<file path="src/rtl/exec_unit_consts.vh">
`ifndef EXEC_UNIT_CONSTS_VH
`define EXEC_UNIT_CONSTS_VH

// Register byte offsets
`define REG_OPA          8'h00
`define REG_OPB          8'h04
`define REG_OPC          8'h08
`define REG_CMD          8'h0C
`define REG_STATUS       8'h10
`define REG_RESULT       8'h14
`define REG_RESULT2      8'h18
`define REG_INFO         8'h1C
`define REG_PC           8'h20
`define REG_LOOP_COUNT   8'h24
`define REG_LOOP_END     8'h28
`define REG_ACCA_LO      8'h2C
`define REG_ACCA_HI      8'h30
`define REG_ACCB_LO      8'h34
`define REG_ACCB_HI      8'h38

// Command register fields
`define CMD_OP_HI        4
`define CMD_OP_LO        0
`define CMD_PARAM_HI     8
`define CMD_PARAM_LO     5
`define CMD_VARIANT      9
`define CMD_NEXT_TWO     10
`define CMD_SFR          11
`define CMD_DIRECT       12
`define CMD_DOUBLE       13

// Status register bit positions
`define ST_C             0
`define ST_Z             1
`define ST_OV            2
`define ST_N             3
`define ST_DC            4
`define ST_SFA           5
`define ST_SAB           6
`define ST_OAB           7
`define ST_SB            8
`define ST_SA            9
`define ST_OB            10
`define ST_OA            11
`define STATUS_RESET     12'h000

// Operation codes
`define OP_NOP           5'h00
`define OP_SKIP_ZERO     5'h01
`define OP_SKIP_ONE      5'h02
`define OP_PROBE_FORCE   5'h03
`define OP_CALL          5'h04
`define OP_JUMP          5'h05
`define OP_CMP           5'h06
`define OP_CMP_BORROW    5'h07
`define OP_CMP_ZERO      5'h08
`define OP_SKIP_EQ       5'h09
`define OP_SKIP_GT       5'h0A
`define OP_SKIP_LT       5'h0B
`define OP_SKIP_NE       5'h0C
`define OP_BR_EQ         5'h0D
`define OP_BR_GT         5'h0E
`define OP_BR_LT         5'h0F
`define OP_BR_NE         5'h10
`define OP_CTX_SWITCH    5'h11
`define OP_DEC_ADJUST    5'h12
`define OP_INT_HOLD      5'h13
`define OP_DIVIDE        5'h14
`define OP_FRAC_DIVIDE   5'h15
`define OP_HW_LOOP       5'h16
`define OP_DISTANCE      5'h17
`define OP_CHANGE_SCAN   5'h18
`define OP_ONE_SCAN_HIGH 5'h19
`define OP_ONE_SCAN_LOW  5'h1A
`define OP_SHIFT_RIGHT   5'h1B

// Timing in instruction cycles
`define OSC_PER_CYCLE    6'd2
`define CYC_BASE         5'd1
`define CYC_SKIP_ONE     5'd2
`define CYC_SKIP_TWO     5'd3
`define CYC_BRANCH       5'd5
`define CYC_FLOW         5'd4
`define CYC_CTX          5'd2
`define CYC_DIVIDE       5'd18
`define CYC_LOOP         5'd2

`endif

</file>
<file path="src/rtl/cpu_exec_unit.v">
// Functional notes
// - Bit skip ops: 1 cycle, 2/3 skipping, no flags
// - Test-then-set copies bit to C or its complement to Z, sets bit
// - Calls take 4 cycles, update frame flag
// - Compare sets C,DC,N,OV,Z from difference
// - Compare with borrow subtracts inverted carry
// - Compare against zero sets five flags
// - Compare-skip: 1 cycle, 2/3 skipping, no flags
// - Compare-branch: 1 cycle, 5 taken, no flags
// - Context switch from literal/register, 2 cycles
// - Decimal adjust touches only carry flag
// - Interrupt hold for 14-bit cycle count
// - Integer divides take 18 cycles, N,Z,C,OV
// - Fractional divide takes 18 cycles, N,Z,C,OV
// - Hardware loop count plus one, 2 cycles
// - Distance square into accumulator A or B, OA/SA or OB/SB flags
// - Bit scans write position, set only carry
// - Jumps take 4 cycles, flags unchanged
// - Shift by one sets C,N,OV,Z; multi N,Z
// - Outer register access adds one cycle
// - Instruction cycle equals two clock periods
//
// The register offsets and the address-and-strobe port were decided locally.
`timescale 1ns/1ps
`include "exec_unit_consts.vh"

module cpu_exec_unit
(
  // Clock and reset
  input  wire        clk,
  input  wire        reset,
  // Register port
  input  wire [7:0]  addr,
  input  wire [31:0] wdata,
  input  wire        wr,
  input  wire        rd,
  output reg  [31:0] rdata,
  // Core state
  output wire        busy,
  output reg  [22:0] pc,
  output reg  [2:0]  context_sel,
  output wire        int_blocked,
  output wire        loop_active
);

  reg  [15:0] opa;
  reg  [15:0] opb;
  reg  [15:0] opc;
  reg  [13:0] cmd;
  reg  [11:0] status;
  reg  [15:0] result;
  reg  [15:0] result2;
  reg  [5:0]  remain;
  reg  [4:0]  last_cyc;
  reg         last_skip;
  reg         last_taken;
  reg         phase;
  reg  [13:0] hold_cnt;
  reg  [15:0] loop_cnt;
  reg  [22:0] loop_end;
  reg  [39:0] acc_a;
  reg  [39:0] acc_b;

  reg  [11:0] next_status;
  reg  [15:0] next_result;
  reg  [15:0] next_result2;
  reg  [22:0] next_pc;
  reg  [4:0]  next_cyc;
  reg         next_skip;
  reg         next_taken;
  reg  [2:0]  next_ctx;
  reg  [13:0] next_hold;
  reg  [15:0] next_loop_cnt;
  reg  [22:0] next_loop_end;
  reg  [39:0] next_acc_a;
  reg  [39:0] next_acc_b;

  wire [4:0]  op      = wdata[`CMD_OP_HI:`CMD_OP_LO];
  wire [3:0]  param   = wdata[`CMD_PARAM_HI:`CMD_PARAM_LO];
  wire        variant = wdata[`CMD_VARIANT];
  wire        start   = wr && (addr == `REG_CMD) && !busy;

  assign busy        = (remain != 6'd0);
  assign int_blocked = (hold_cnt != 14'd0);
  assign loop_active = (loop_cnt != 16'd0);

  // Position of the first one seen from the top, 1..16, 0 when none
  function [4:0] scan_high;
    input [15:0] v;
    integer i;
    begin
      scan_high = 5'd0;
      for (i = 0; i < 16; i = i + 1)
        if (v[i])
          scan_high = 5'd16 - i[4:0];
    end
  endfunction

  function [15:0] reverse16;
    input [15:0] v;
    integer i;
    begin
      reverse16 = 16'h0000;
      for (i = 0; i < 16; i = i + 1)
        reverse16[i] = v[15 - i];
    end
  endfunction

  // Subtractor shared by the three flag-setting compares
  reg  [15:0] sub_a;
  reg  [15:0] sub_b;
  reg         sub_cin;
  wire [16:0] sub_sum = {1'b0, sub_a} + {1'b0, ~sub_b} + {16'h0000, sub_cin};
  wire [4:0]  sub_nib = {1'b0, sub_a[3:0]} + {1'b0, ~sub_b[3:0]} + {4'h0, sub_cin};
  wire        sub_ov  = (sub_a[15] != sub_b[15]) && (sub_sum[15] != sub_a[15]);
  wire        a_eq    = (opa == opb);
  wire        a_gt    = ($signed(opa) > $signed(opb));
  wire        a_lt    = ($signed(opa) < $signed(opb));

  // Divider works on magnitudes, signs fixed up afterwards
  wire        div_frac = (op == `OP_FRAC_DIVIDE);
  wire        div_sgn  = variant || div_frac;
  wire [31:0] div_dvd  = div_frac ? {opa[15], opa, 15'h0000} :
                         wdata[`CMD_DOUBLE] ? {opc, opa} :
                         (variant ? {{16{opa[15]}}, opa} : {16'h0000, opa});
  wire        dvd_neg  = div_sgn && div_dvd[31];
  wire        dvs_neg  = div_sgn && opb[15];
  wire [31:0] mag_dvd  = dvd_neg ? (32'h0000_0000 - div_dvd) : div_dvd;
  wire [15:0] mag_dvs  = dvs_neg ? (16'h0000 - opb) : opb;
  wire        dvs_zero = (opb == 16'h0000);
  wire [31:0] uq       = dvs_zero ? 32'hFFFF_FFFF : mag_dvd / {16'h0000, mag_dvs};
  wire [31:0] ur       = dvs_zero ? 32'h0000_0000 : mag_dvd % {16'h0000, mag_dvs};
  wire [31:0] sq_q     = (dvd_neg ^ dvs_neg) ? (32'h0000_0000 - uq) : uq;
  wire [31:0] sq_r     = dvd_neg ? (32'h0000_0000 - ur) : ur;
  wire        q_ovf    = dvs_zero ||
                         (div_sgn ? !((&sq_q[31:15]) || !(|sq_q[31:15])) : (|uq[31:16]));

  // Squared difference with saturation at the accumulator edge
  wire [16:0] ed_diff = {opa[15], opa} - {opb[15], opb};
  wire [33:0] ed_sq   = $signed(ed_diff) * $signed(ed_diff);
  wire [39:0] ed_acc  = param[0] ? acc_b : acc_a;
  wire [40:0] ed_sum  = (variant ? {ed_acc[39], ed_acc} : 41'h0) + {7'h00, ed_sq};
  wire        ed_sat  = (ed_sum[40] != ed_sum[39]);
  wire [39:0] ed_res  = ed_sat ? (ed_sum[40] ? 40'h80_0000_0000 : 40'h7F_FFFF_FFFF)
                               : ed_sum[39:0];
  wire        ed_ovf  = !((&ed_res[39:31]) || !(|ed_res[39:31]));

  // Decimal adjust of the low byte
  wire        daw_lo  = (opa[3:0] > 4'h9) || status[`ST_DC];
  wire [8:0]  daw_s1  = {1'b0, opa[7:0]} + (daw_lo ? 9'h006 : 9'h000);
  wire        daw_hi  = (daw_s1[7:4] > 4'h9) || status[`ST_C] || daw_s1[8];
  wire [8:0]  daw_s2  = daw_s1 + (daw_hi ? 9'h060 : 9'h000);

  wire [15:0] bit_mask = 16'h0001 << param;
  wire        bit_val  = |(opa & bit_mask);
  wire [1:0]  skip_cost_words = wdata[`CMD_NEXT_TWO] ? 2'd2 : 2'd1;
  wire [22:0] br_target = pc + 23'd1 + {{7{opc[15]}}, opc};
  wire [22:0] far_target = {opb[6:0], opa};
  wire [15:0] change_vec = {1'b0, opa[15:1] ^ opa[14:0]};
  wire [15:0] shifted    = opa >> param;

  // Execute one operation; results are committed on the starting edge
  always @*
  begin
    next_status   = status;
    next_result   = result;
    next_result2  = result2;
    next_pc       = pc + 23'd1;
    next_cyc      = `CYC_BASE;
    next_skip     = 1'b0;
    next_taken    = 1'b0;
    next_ctx      = context_sel;
    next_hold     = hold_cnt;
    next_loop_cnt = loop_cnt;
    next_loop_end = loop_end;
    next_acc_a    = acc_a;
    next_acc_b    = acc_b;
    sub_a         = opa;
    sub_b         = opb;
    sub_cin       = 1'b1;
    if (op == `OP_CMP_ZERO)
      sub_b = 16'h0000;
    else if (op == `OP_CMP_BORROW)
      sub_cin = status[`ST_C];
    case (op)
      `OP_SKIP_ZERO, `OP_SKIP_ONE, `OP_SKIP_EQ, `OP_SKIP_GT, `OP_SKIP_LT, `OP_SKIP_NE:
      begin
        if (op == `OP_SKIP_ZERO)
          next_skip = !bit_val;
        else if (op == `OP_SKIP_ONE)
          next_skip = bit_val;
        else if (op == `OP_SKIP_EQ)
          next_skip = a_eq;
        else if (op == `OP_SKIP_GT)
          next_skip = a_gt;
        else if (op == `OP_SKIP_LT)
          next_skip = a_lt;
        else
          next_skip = !a_eq;
        if (next_skip)
        begin
          next_cyc = wdata[`CMD_NEXT_TWO] ? `CYC_SKIP_TWO : `CYC_SKIP_ONE;
          next_pc  = pc + 23'd1 + {21'd0, skip_cost_words};
        end
      end
      `OP_PROBE_FORCE:
      begin
        if (variant)
          next_status[`ST_Z] = !bit_val;
        else
          next_status[`ST_C] = bit_val;
        next_result = opa | bit_mask;
      end
      `OP_CALL, `OP_JUMP:
      begin
        // four cycles, one or two words
        next_cyc = `CYC_FLOW;
        next_pc  = (wdata[`CMD_DIRECT] || variant) ? far_target : {7'h00, opa};
        if (op == `OP_CALL)
          next_status[`ST_SFA] = 1'b0;
      end
      `OP_CMP, `OP_CMP_BORROW, `OP_CMP_ZERO:
      begin
        next_status[`ST_C]  = sub_sum[16];
        next_status[`ST_DC] = sub_nib[4];
        next_status[`ST_N]  = sub_sum[15];
        next_status[`ST_OV] = sub_ov;
        next_status[`ST_Z]  = (sub_sum[15:0] == 16'h0000);
      end
      `OP_BR_EQ, `OP_BR_GT, `OP_BR_LT, `OP_BR_NE:
      begin
        if (op == `OP_BR_EQ)
          next_taken = a_eq;
        else if (op == `OP_BR_GT)
          next_taken = a_gt;
        else if (op == `OP_BR_LT)
          next_taken = a_lt;
        else
          next_taken = !a_eq;
        if (next_taken)
        begin
          next_cyc = `CYC_BRANCH;
          next_pc  = br_target;
        end
      end
      `OP_CTX_SWITCH:
      begin
        next_cyc = `CYC_CTX;
        next_ctx = variant ? opa[2:0] : param[2:0];
      end
      `OP_DEC_ADJUST:
      begin
        next_result        = {opa[15:8], daw_s2[7:0]};
        next_status[`ST_C] = status[`ST_C] | daw_s1[8] | daw_s2[8];
      end
      `OP_INT_HOLD:
        next_hold = opa[13:0];
      `OP_DIVIDE, `OP_FRAC_DIVIDE:
      begin
        next_cyc            = `CYC_DIVIDE;
        next_result         = sq_q[15:0];
        next_result2        = sq_r[15:0];
        next_status[`ST_N]  = sq_q[15];
        next_status[`ST_Z]  = (sq_q[15:0] == 16'h0000);
        next_status[`ST_C]  = (sq_r[15:0] != 16'h0000);
        next_status[`ST_OV] = q_ovf;
      end
      `OP_HW_LOOP:
      begin
        next_cyc      = `CYC_LOOP;
        next_pc       = pc + 23'd2;
        next_loop_cnt = {1'b0, opa[14:0]} + 16'h0001;
        next_loop_end = pc + 23'd2 + {{7{opc[15]}}, opc};
      end
      `OP_DISTANCE:
      begin
        if (param[0])
        begin
          next_acc_b          = ed_res;
          next_status[`ST_OB] = ed_ovf;
          next_status[`ST_SB] = ed_sat;
        end
        else
        begin
          next_acc_a          = ed_res;
          next_status[`ST_OA] = ed_ovf;
          next_status[`ST_SA] = ed_sat;
        end
        next_status[`ST_OAB] = next_status[`ST_OA] | next_status[`ST_OB];
        next_status[`ST_SAB] = next_status[`ST_SA] | next_status[`ST_SB];
      end
      `OP_CHANGE_SCAN, `OP_ONE_SCAN_HIGH, `OP_ONE_SCAN_LOW:
      begin
        if (op == `OP_CHANGE_SCAN)
          next_result = {11'h000, scan_high(change_vec)};
        else if (op == `OP_ONE_SCAN_HIGH)
          next_result = {11'h000, scan_high(opa)};
        else
          next_result = {11'h000, scan_high(reverse16(opa))};
        next_status[`ST_C] = (next_result == 16'h0000);
      end
      `OP_SHIFT_RIGHT:
      begin
        if (variant)
        begin
          next_result        = shifted;
          next_status[`ST_N] = shifted[15];
          next_status[`ST_Z] = (shifted == 16'h0000);
        end
        else
        begin
          next_result         = {1'b0, opa[15:1]};
          next_status[`ST_C]  = opa[0];
          next_status[`ST_N]  = 1'b0;
          next_status[`ST_OV] = 1'b0;
          next_status[`ST_Z]  = (opa[15:1] == 15'h0000);
        end
      end
      default:
        next_cyc = `CYC_BASE;
    endcase
    if (wdata[`CMD_SFR])
      next_cyc = next_cyc + 5'd1;
  end

  // Register writes and instruction launch
  always @(posedge clk)
  begin
    if (reset)
    begin
      opa         <= 16'h0000;
      opb         <= 16'h0000;
      opc         <= 16'h0000;
      cmd         <= 14'h0000;
      status      <= `STATUS_RESET;
      result      <= 16'h0000;
      result2     <= 16'h0000;
      pc          <= 23'h000000;
      context_sel <= 3'h0;
      loop_cnt    <= 16'h0000;
      loop_end    <= 23'h000000;
      acc_a       <= 40'h00_0000_0000;
      acc_b       <= 40'h00_0000_0000;
      last_cyc    <= 5'h00;
      last_skip   <= 1'b0;
      last_taken  <= 1'b0;
    end
    else if (start)
    begin
      cmd         <= wdata[13:0];
      status      <= next_status;
      result      <= next_result;
      result2     <= next_result2;
      pc          <= next_pc;
      context_sel <= next_ctx;
      loop_cnt    <= next_loop_cnt;
      loop_end    <= next_loop_end;
      acc_a       <= next_acc_a;
      acc_b       <= next_acc_b;
      last_cyc    <= next_cyc;
      last_skip   <= next_skip;
      last_taken  <= next_taken;
    end
    else if (wr)
    begin
      if (addr == `REG_OPA)
        opa <= wdata[15:0];
      else if (addr == `REG_OPB)
        opb <= wdata[15:0];
      else if (addr == `REG_OPC)
        opc <= wdata[15:0];
      else if (addr == `REG_STATUS)
        status <= wdata[11:0];
      else if (addr == `REG_PC)
        pc <= wdata[22:0];
    end
  end

  // busy spans two clocks per instruction cycle
  always @(posedge clk)
  begin
    if (reset)
      remain <= 6'd0;
    else if (start)
      remain <= {1'b0, next_cyc} * `OSC_PER_CYCLE;
    else if (busy)
      remain <= remain - 6'd1;
  end

  always @(posedge clk)
  begin
    if (reset)
    begin
      phase    <= 1'b0;
      hold_cnt <= 14'h0000;
    end
    else
    begin
      phase <= ~phase;
      if (start && (op == `OP_INT_HOLD))
        hold_cnt <= next_hold;
      else if (phase && int_blocked)
        hold_cnt <= hold_cnt - 14'd1;
    end
  end

  // Read data, valid the cycle after the strobe only
  always @(posedge clk)
  begin
    if (reset || !rd)
      rdata <= 32'h0000_0000;
    else if (addr == `REG_OPA)
      rdata <= {16'h0000, opa};
    else if (addr == `REG_OPB)
      rdata <= {16'h0000, opb};
    else if (addr == `REG_OPC)
      rdata <= {16'h0000, opc};
    else if (addr == `REG_CMD)
      rdata <= {18'h00000, cmd};
    else if (addr == `REG_STATUS)
      rdata <= {20'h00000, status};
    else if (addr == `REG_RESULT)
      rdata <= {16'h0000, result};
    else if (addr == `REG_RESULT2)
      rdata <= {16'h0000, result2};
    else if (addr == `REG_INFO)
      rdata <= {2'b00, hold_cnt, 3'b000, last_cyc, loop_active, int_blocked,
                context_sel, last_taken, last_skip, busy};
    else if (addr == `REG_PC)
      rdata <= {9'h000, pc};
    else if (addr == `REG_LOOP_COUNT)
      rdata <= {16'h0000, loop_cnt};
    else if (addr == `REG_LOOP_END)
      rdata <= {9'h000, loop_end};
    else if (addr == `REG_ACCA_LO)
      rdata <= acc_a[31:0];
    else if (addr == `REG_ACCA_HI)
      rdata <= {24'h000000, acc_a[39:32]};
    else if (addr == `REG_ACCB_LO)
      rdata <= acc_b[31:0];
    else if (addr == `REG_ACCB_HI)
      rdata <= {24'h000000, acc_b[39:32]};
    else
      rdata <= 32'h0000_0000;
  end

endmodule // cpu_exec_unit

</file>
<file path="config.mk">
export PLATFORM = sky130hd
export DESIGN_NAME = cpu_exec_unit
export DESIGN_NICKNAME = d
export VERILOG_FILES = /design/src/rtl/cpu_exec_unit.v
export VERILOG_INCLUDE_DIRS = /design/src /design/src/rtl
export SDC_FILE = /design/constraint.sdc
export NUM_CORES = 2
export LEC_CHECK = 0
export ABC_AREA = 1
export CAP_MARGIN = 20
export CORE_MARGIN = 2
export CORE_UTILIZATION = 42
export CTS_CLUSTER_DIAMETER = 150
export DETAILED_ROUTE_END_ITERATION = 10
export DONT_BUFFER_PORTS = 1
export GPL_TIMING_DRIVEN = 0
export RECOVER_POWER = 100
export SLEW_MARGIN = 20
export SYNTH_ARGS = -nofsm -noshare
export SYNTH_HDL_FRONTEND = slang
export SYNTH_SLANG_ARGS = --single-unit
</file>
<file path="constraint.sdc">
create_clock -name clk -period 101 [get_ports clk]
set_input_delay 15.15 -clock clk [delete_from_list [all_inputs] [get_ports clk]]
set_output_delay 15.15 -clock clk [all_outputs]
set_load 0.01 [all_outputs]
</file>
* After elaboration in Yosys (flattened, before gate mapping)
Index checks and enable logic that the tools add are counted.
** Operators by class
- $add $sub $neg :: 21
- Multiply operators :: 1
- Divide/modulo/power cells :: 2
- Magnitude comparators :: 4
- Eq/ne operators :: 60
- Shifts and indexed selects :: 2
- Muxes and demuxes :: 148
- Bitwise logic cells :: 15
- Reductions and logical operators :: 75
** Operators with widths (number)
- $mux W32 :: 9
- $mux W5 :: 50
- $mux W23 :: 10
- $mux W16 :: 13
- $mux W30 :: 4
- $mux W40 :: 3
- $pmux W23 S4 :: 1
- $logic_not A16 Y1 :: 5
- $pmux W16 S5 :: 1
- $mux W12 :: 6
- $sub A1 B32 Y32 const A :: 2
- $eq A5 B5 Y1 const B :: 12
- $eq A8 B6 Y1 const B :: 7
- $add A23 B23 Y23 :: 2
- $mux W14 :: 3
- $add A41 B34 Y41 :: 1
- $mux W41 :: 1
- $eq A5 B4 Y1 const B :: 8
- $mul A17 B17 Y34 :: 1
- $mux W1 :: 33
- $div A32 B16 Y32 :: 1
- $eq A8 B5 Y1 const B :: 4
- $mod A32 B16 Y32 :: 1
- $reduce_bool A16 Y1 :: 2
- other kinds (77) :: 148
** Word-level totals
- Flip-flop bits (word level) :: 311
- Bits in latches :: 0
- RAM bits :: 0
- ROM bits :: 0
- Bits of input ports :: 44
- Output and inout port bits :: 61
- Memories kept :: 0

* Depth between registers and ports, before layout
- Depth after elaboration :: 22
- Gate-level depth with buffers :: 695

* Least setup slack after synthesis
No wires, ideal clock.
- Path type :: input to register
- Start :: in wdata[4]
- End :: reg status[2]
- Setup time :: 0.119 ns
- Data arrival time :: 105.810 ns
- Data required time :: 100.881 ns
- Slack :: -4.929 ns
- Stages :: 666
- Buffers on the path :: 51
- Cells stage by stage :: buf_4 nand3_4 o21bai_4 nand2_4 buf_6 o21ai_1 inv_1 nor3_1 nand4_1 nand2_1 inv_1 ha_1 o21ai_0 nand2_1 nand3_2 nand2_1 nand2_1 ha_1 (+630 left out) nor3_2 nand3_1 nor3_2 nand2_1 nor2_1 a31oi_1 a21oi_1 o21a_1 xor2_1 nand4_1 a21oi_1 nand2_1 nor2_1 nand2_1 nand3_1 nand2_1 nand2_1 a21oi_1
** On the way
- Word-level cells in the longest chain between the ends :: 16
- Elaborated cells on any way between the ends :: 42
- Classes of those cells :: add/sub (4); div (1); eq/ne (10); mux (11); bitwise (2); reduce/logical (14)
** RTL lines
- start, declared :: RTL line cpu_exec_unit.v:34 : input wire [31:0] wdata,
- $eq A5 B5 Y1 :: RTL line cpu_exec_unit.v:185 : case (op)
- $mux W32 / $logic_or A1 B1 Y1 (equally long branches) :: RTL line cpu_exec_unit.v:123, cpu_exec_unit.v:122
- $sub A1 B32 Y32, or another cell as far along :: RTL line cpu_exec_unit.v:128 : wire [31:0] mag_dvd = dvd_neg ? (32'h0000_0000 - div_dvd) : div_dvd;
- $mux W32 / $mux W16 (equally long branches) :: RTL line cpu_exec_unit.v:128, cpu_exec_unit.v:129
- $div A32 B16 Y32 :: RTL line cpu_exec_unit.v:131 : wire [31:0] uq = dvs_zero ? 32'hFFFF_FFFF : mag_dvd / {16'h0000, mag_dvs};
- $mux W32 :: RTL line cpu_exec_unit.v:131
- $sub A1 B32 Y32 :: RTL line cpu_exec_unit.v:133 : wire [31:0] sq_q = (dvd_neg ^ dvs_neg) ? (32'h0000_0000 - uq) : uq;
- $mux W32 :: RTL line cpu_exec_unit.v:133
- $reduce_or A17 Y1 :: RTL line cpu_exec_unit.v:136 : (div_sgn ? !((&sq_q[31:15]) || !(|sq_q[31:15])) : (|uq[31:16]));
- $logic_not A1 Y1 :: RTL line cpu_exec_unit.v:136
- $logic_or A1 B1 Y1 :: RTL line cpu_exec_unit.v:136
- $logic_not A1 Y1 :: RTL line cpu_exec_unit.v:136
- $mux W1 :: RTL line cpu_exec_unit.v:136
- $logic_or A1 B1 Y1 :: RTL line cpu_exec_unit.v:135 : wire q_ovf = dvs_zero ||
- $pmux W2 S3 :: RTL line cpu_exec_unit.v:185
- $mux W12 :: RTL line cpu_exec_unit.v:348 : else if (start)
- end signal, assigned :: RTL line cpu_exec_unit.v:335 : status <= `STATUS_RESET;
- end signal, assigned :: RTL line cpu_exec_unit.v:351 : status <= next_status;
- end signal, assigned :: RTL line cpu_exec_unit.v:373 : status <= wdata[11:0];
- end, declared :: RTL line cpu_exec_unit.v:50 : reg [11:0] status;
Several ways; a longest one is shown, not always the timed one.
A chain may end at the register's enable or synchronous reset.

* Worst setup path after layout
Same ends and word-level chain as after synthesis.

==> impl_metrics.env <==
export IMPL_fmax_mhz=10.3
export IMPL_synth_edf_count=0
export IMPL_rsz0062_at_grt="yes"
export IMPL_fin_crit_ns=97.14
export IMPL_synth_fa_ha_area_share_pct=21.8
export IMPL_whs_ns=0.413
export IMPL_synth_compound_area_share_pct=19.5
export IMPL_dr_pass1_iters=6
export IMPL_antenna_found_initial=7
export IMPL_avgSynthCellArea_um2=6.49
export IMPL_drc_errors=0
export IMPL_multi_input_area_mm2=0.0504
export IMPL_path_common_cell="nand2_2"
export IMPL_synth_flop_cell="dfxtp_1"
export IMPL_maxSlewHeadroom_pct=10.2
export IMPL_cp_end_kind="register"
export IMPL_synthMuxAreaShare_pct=0.0647
export IMPL_clkSlewWorstSetupHoldPaths_ns=0.06
export IMPL_clk_latency_ns=0.60
export IMPL_fin_nets=11100
export IMPL_drt_total_wl_mm=251
export IMPL_core_mm2=0.146
export IMPL_synth_largest_area_cell="ha_1"
export IMPL_cts_sinks=311
export IMPL_cts_root_buf="clkbuf_16"
export IMPL_ys_seq_elements=311
export IMPL_grt_pass1_vias=64100
export IMPL_cts_path_max_buffers=3
export IMPL_drive_above_1_share_pct=17.8
export IMPL_overflow=0
export IMPL_cp_start_kind="input pin"
export IMPL_ios=105
export IMPL_vias=67200
export IMPL_ant_nets=0
export IMPL_worst_pin_slew_ns=1.35
export IMPL_wire_per_inst_um=20.7
export IMPL_synth_async_reset_ratio_pct=0
export IMPL_drt_iter0_markers=5316
export IMPL_area_growth_pct=18.8
export IMPL_h_tree_depth=2
export IMPL_rows=140
export IMPL_viasPerCell=5.54
export IMPL_synth_top_cell_area_share_pct=12.8
export IMPL_finalInstanceArea_mm2=0.0736
export IMPL_fin_crit_sh_pct=96.2
export IMPL_crit_required_ns=101.48
export IMPL_setup_viol=0
export IMPL_synth_warnings=0
export IMPL_worst_hold_path_type="reg2reg"
export IMPL_die_width_um=388
export IMPL_grt_start_max_net_pins=32
export IMPL_n_fill_cell=14900
export IMPL_drv_slew=0
export IMPL_seq_area_frac_synth_pct=10.1
export IMPL_seq_area_mm2=0.00623
export IMPL_tritoncts="done"
export IMPL_synth_cells=9539
export IMPL_grt_first_pass_wirelength_mm=373
export IMPL_status="finished clean"
export IMPL_syn_area_mm2=0.0619
export IMPL_cap_viol_max_count=0
export IMPL_place_port_buffers=0
export IMPL_chipHeight_um=388
export IMPL_critPathKind="in2reg"
export IMPL_synthSimpleGateAreaFrac_pct=28.1
export IMPL_start_util_pct=42.4
export IMPL_arrival_ns=97.62
export IMPL_synth_xor_area_share_pct=7.78
export IMPL_hold_viol=0
export IMPL_syn_nets=10500
export IMPL_yosysUniqueCellTypes=95
export IMPL_placed_cell_area_mm2=0.0647
export IMPL_cts_buffers=38
export IMPL_synthTopCellsByArea="ha_1 13%, nand2_1 11%, dfxtp_1 10%"
export IMPL_cp_slowest_cell="ha_1"
export IMPL_track_usage_pct=31.6
export IMPL_synth_top_family_by_area="simple AND/OR/NAND/NOR gates"
export IMPL_cp_max_fo=11
export IMPL_hpwl_mm=196
export IMPL_slowest_delay_ns=0.36
export IMPL_globalplace_congestion=1.00
export IMPL_dieArea_mm2=0.150
export IMPL_skew_ns=0.0338
## critical path, delay by kind of cell
kind                     cells  cell delay, ns
buffers and inverters      185           18.09
AND/OR/NAND/NOR            208           20.29
AO/OA/AOI/OAI              231           34.77
adder cells (fa/ha/maj)     32            8.20
XOR/XNOR                     4            0.60
## cells by family (layout without fill, tap and decap cells)
kind of cell / after synthesis / count (layout)
AO/OA/AOI/OAI: 2116 / 2116
XOR/XNOR: 550 / 550
adder cells (fa/ha/maj): 912 / 912
buffers and inverters: 1898 / 2572
flip-flops: 311 / 311
multiplexers: 4 / 4
other: 0 / 6
AND/OR/NAND/NOR: 3748 / 3748
## final timing paths
| kind | endpoint | slack, ns | startpoint | depth (start not counted) |
|---|---|---|---|---|
| worst max register to register | status[2]$_SDFFE_PP0P_ | 16.74 | opa[1]$_SDFFE_PP0P_ | 662 |
| worst min register to register | phase$_SDFF_PP0_ | 0.41 | phase$_SDFF_PP0_ | 1 |
| worst min-delay path | phase$_SDFF_PP0_ | 0.41 | phase$_SDFF_PP0_ | 1 |
| worst max-delay path | status[2]$_SDFFE_PP0P_ | 3.86 | wdata[4] | 660 |
## synth_stat cells (all sizes together), types with 6 or more instances
cell type  number
nand2        2012
inv          1553
nor2          865
o21ai         860
a21oi         772
ha            633
nand3         492
xor2          377
dfxtp         311
fa            279
clkbuf        235
xnor2         173
nand4         132
nor3           97
buf            71
o21bai         70
a21o           65
or2            64
o211ai         60
o22ai          50
a31oi          43
a221oi         38
o221ai         37
clkinv         36
nand3b         34
nor4           34
o31ai          24
a211oi         18
o2111ai        17
o21a           14
and2           11
a2111oi         8
a22oi           6
o41ai           6
## state kept, by name, indices dropped and copies added (netlist names), 3 cells and up
name and cells:
status 12, acc_b 40, pc 23, remain 6
opc 16, last_cyc 5, cmd 14, opb 16
opa 16, result2 16, result 16, rdata 32
loop_cnt 16, acc_a 40, context_sel 3, loop_end 23
hold_cnt 14
## metal layers
layer,track usage (%),wire length [um]
met4,15.3,14800
met2,55.0,119000
met3,3.85,15500
met1,38.4,102000
met5,0.128,57
## timing repair
| action | CTS | global route |
|---|---|---|
| pin swaps | 228 | 412 |
| buffers inserted | 277 | 308 |
| hold buffers | 0 | 0 |
| resized for setup | 374 | 424 |
| setup endpoints to repair | 36 | 36 |
| hold endpoints to repair | 0 | 0 |
| gates cloned | 1 | 13 |
## cells in the final DEF, fill, tap and decap left out, types with 310 or more instances in the layout
master	synthesis	final
nand2_1	1842	1728
inv_1	1506	1446
nor2_1	761	734
o21ai_0	788	708
a21oi_1	759	638
ha_1	633	594
buf_4	7	582
nand3_1	394	375
xor2_1	377	374
dfxtp_1	311	310
## layout make-up
| class | instances | area share [%] |
|---|---|---|
| antenna | 6 | 0.0204 |
| buffer | 300 | 2.90 |
| clock buffer | 52 | 1.43 |
| clock inverter | 17 | 0.277 |
| inverter | 1592 | 8.35 |
| multi-input combinational | 7330 | 68.6 |
| sequential | 311 | 8.47 |
| tap | 1917 | 3.26 |
| timing repair buffer | 610 | 6.71 |
| timing repair inverter | 1 | 0.0119 |
## metrics by stage
| stage | TNS [ns] | utilization, % | setup slack [ns] | std cells |
|---|---|---|---|---|
| final | 0 | 50.4 | 3.86 | 12100 |
| after CTS | 0 | 47.5 | 0.0191 | 11800 |
| after global placement | -512.44 | 44.1 | -16.16 | 11500 |
| after global routing | -16.46 | 50.3 | -1.46 | 12100 |
| after floorplan | 0 | - | 0.0428 | 9539 |
| after detailed placement | -544.98 | 44.3 | -17.05 | 11500 |
Power is not shown: default switching activity piles up to over one toggle a cycle in this logic, so the estimate is an artifact.
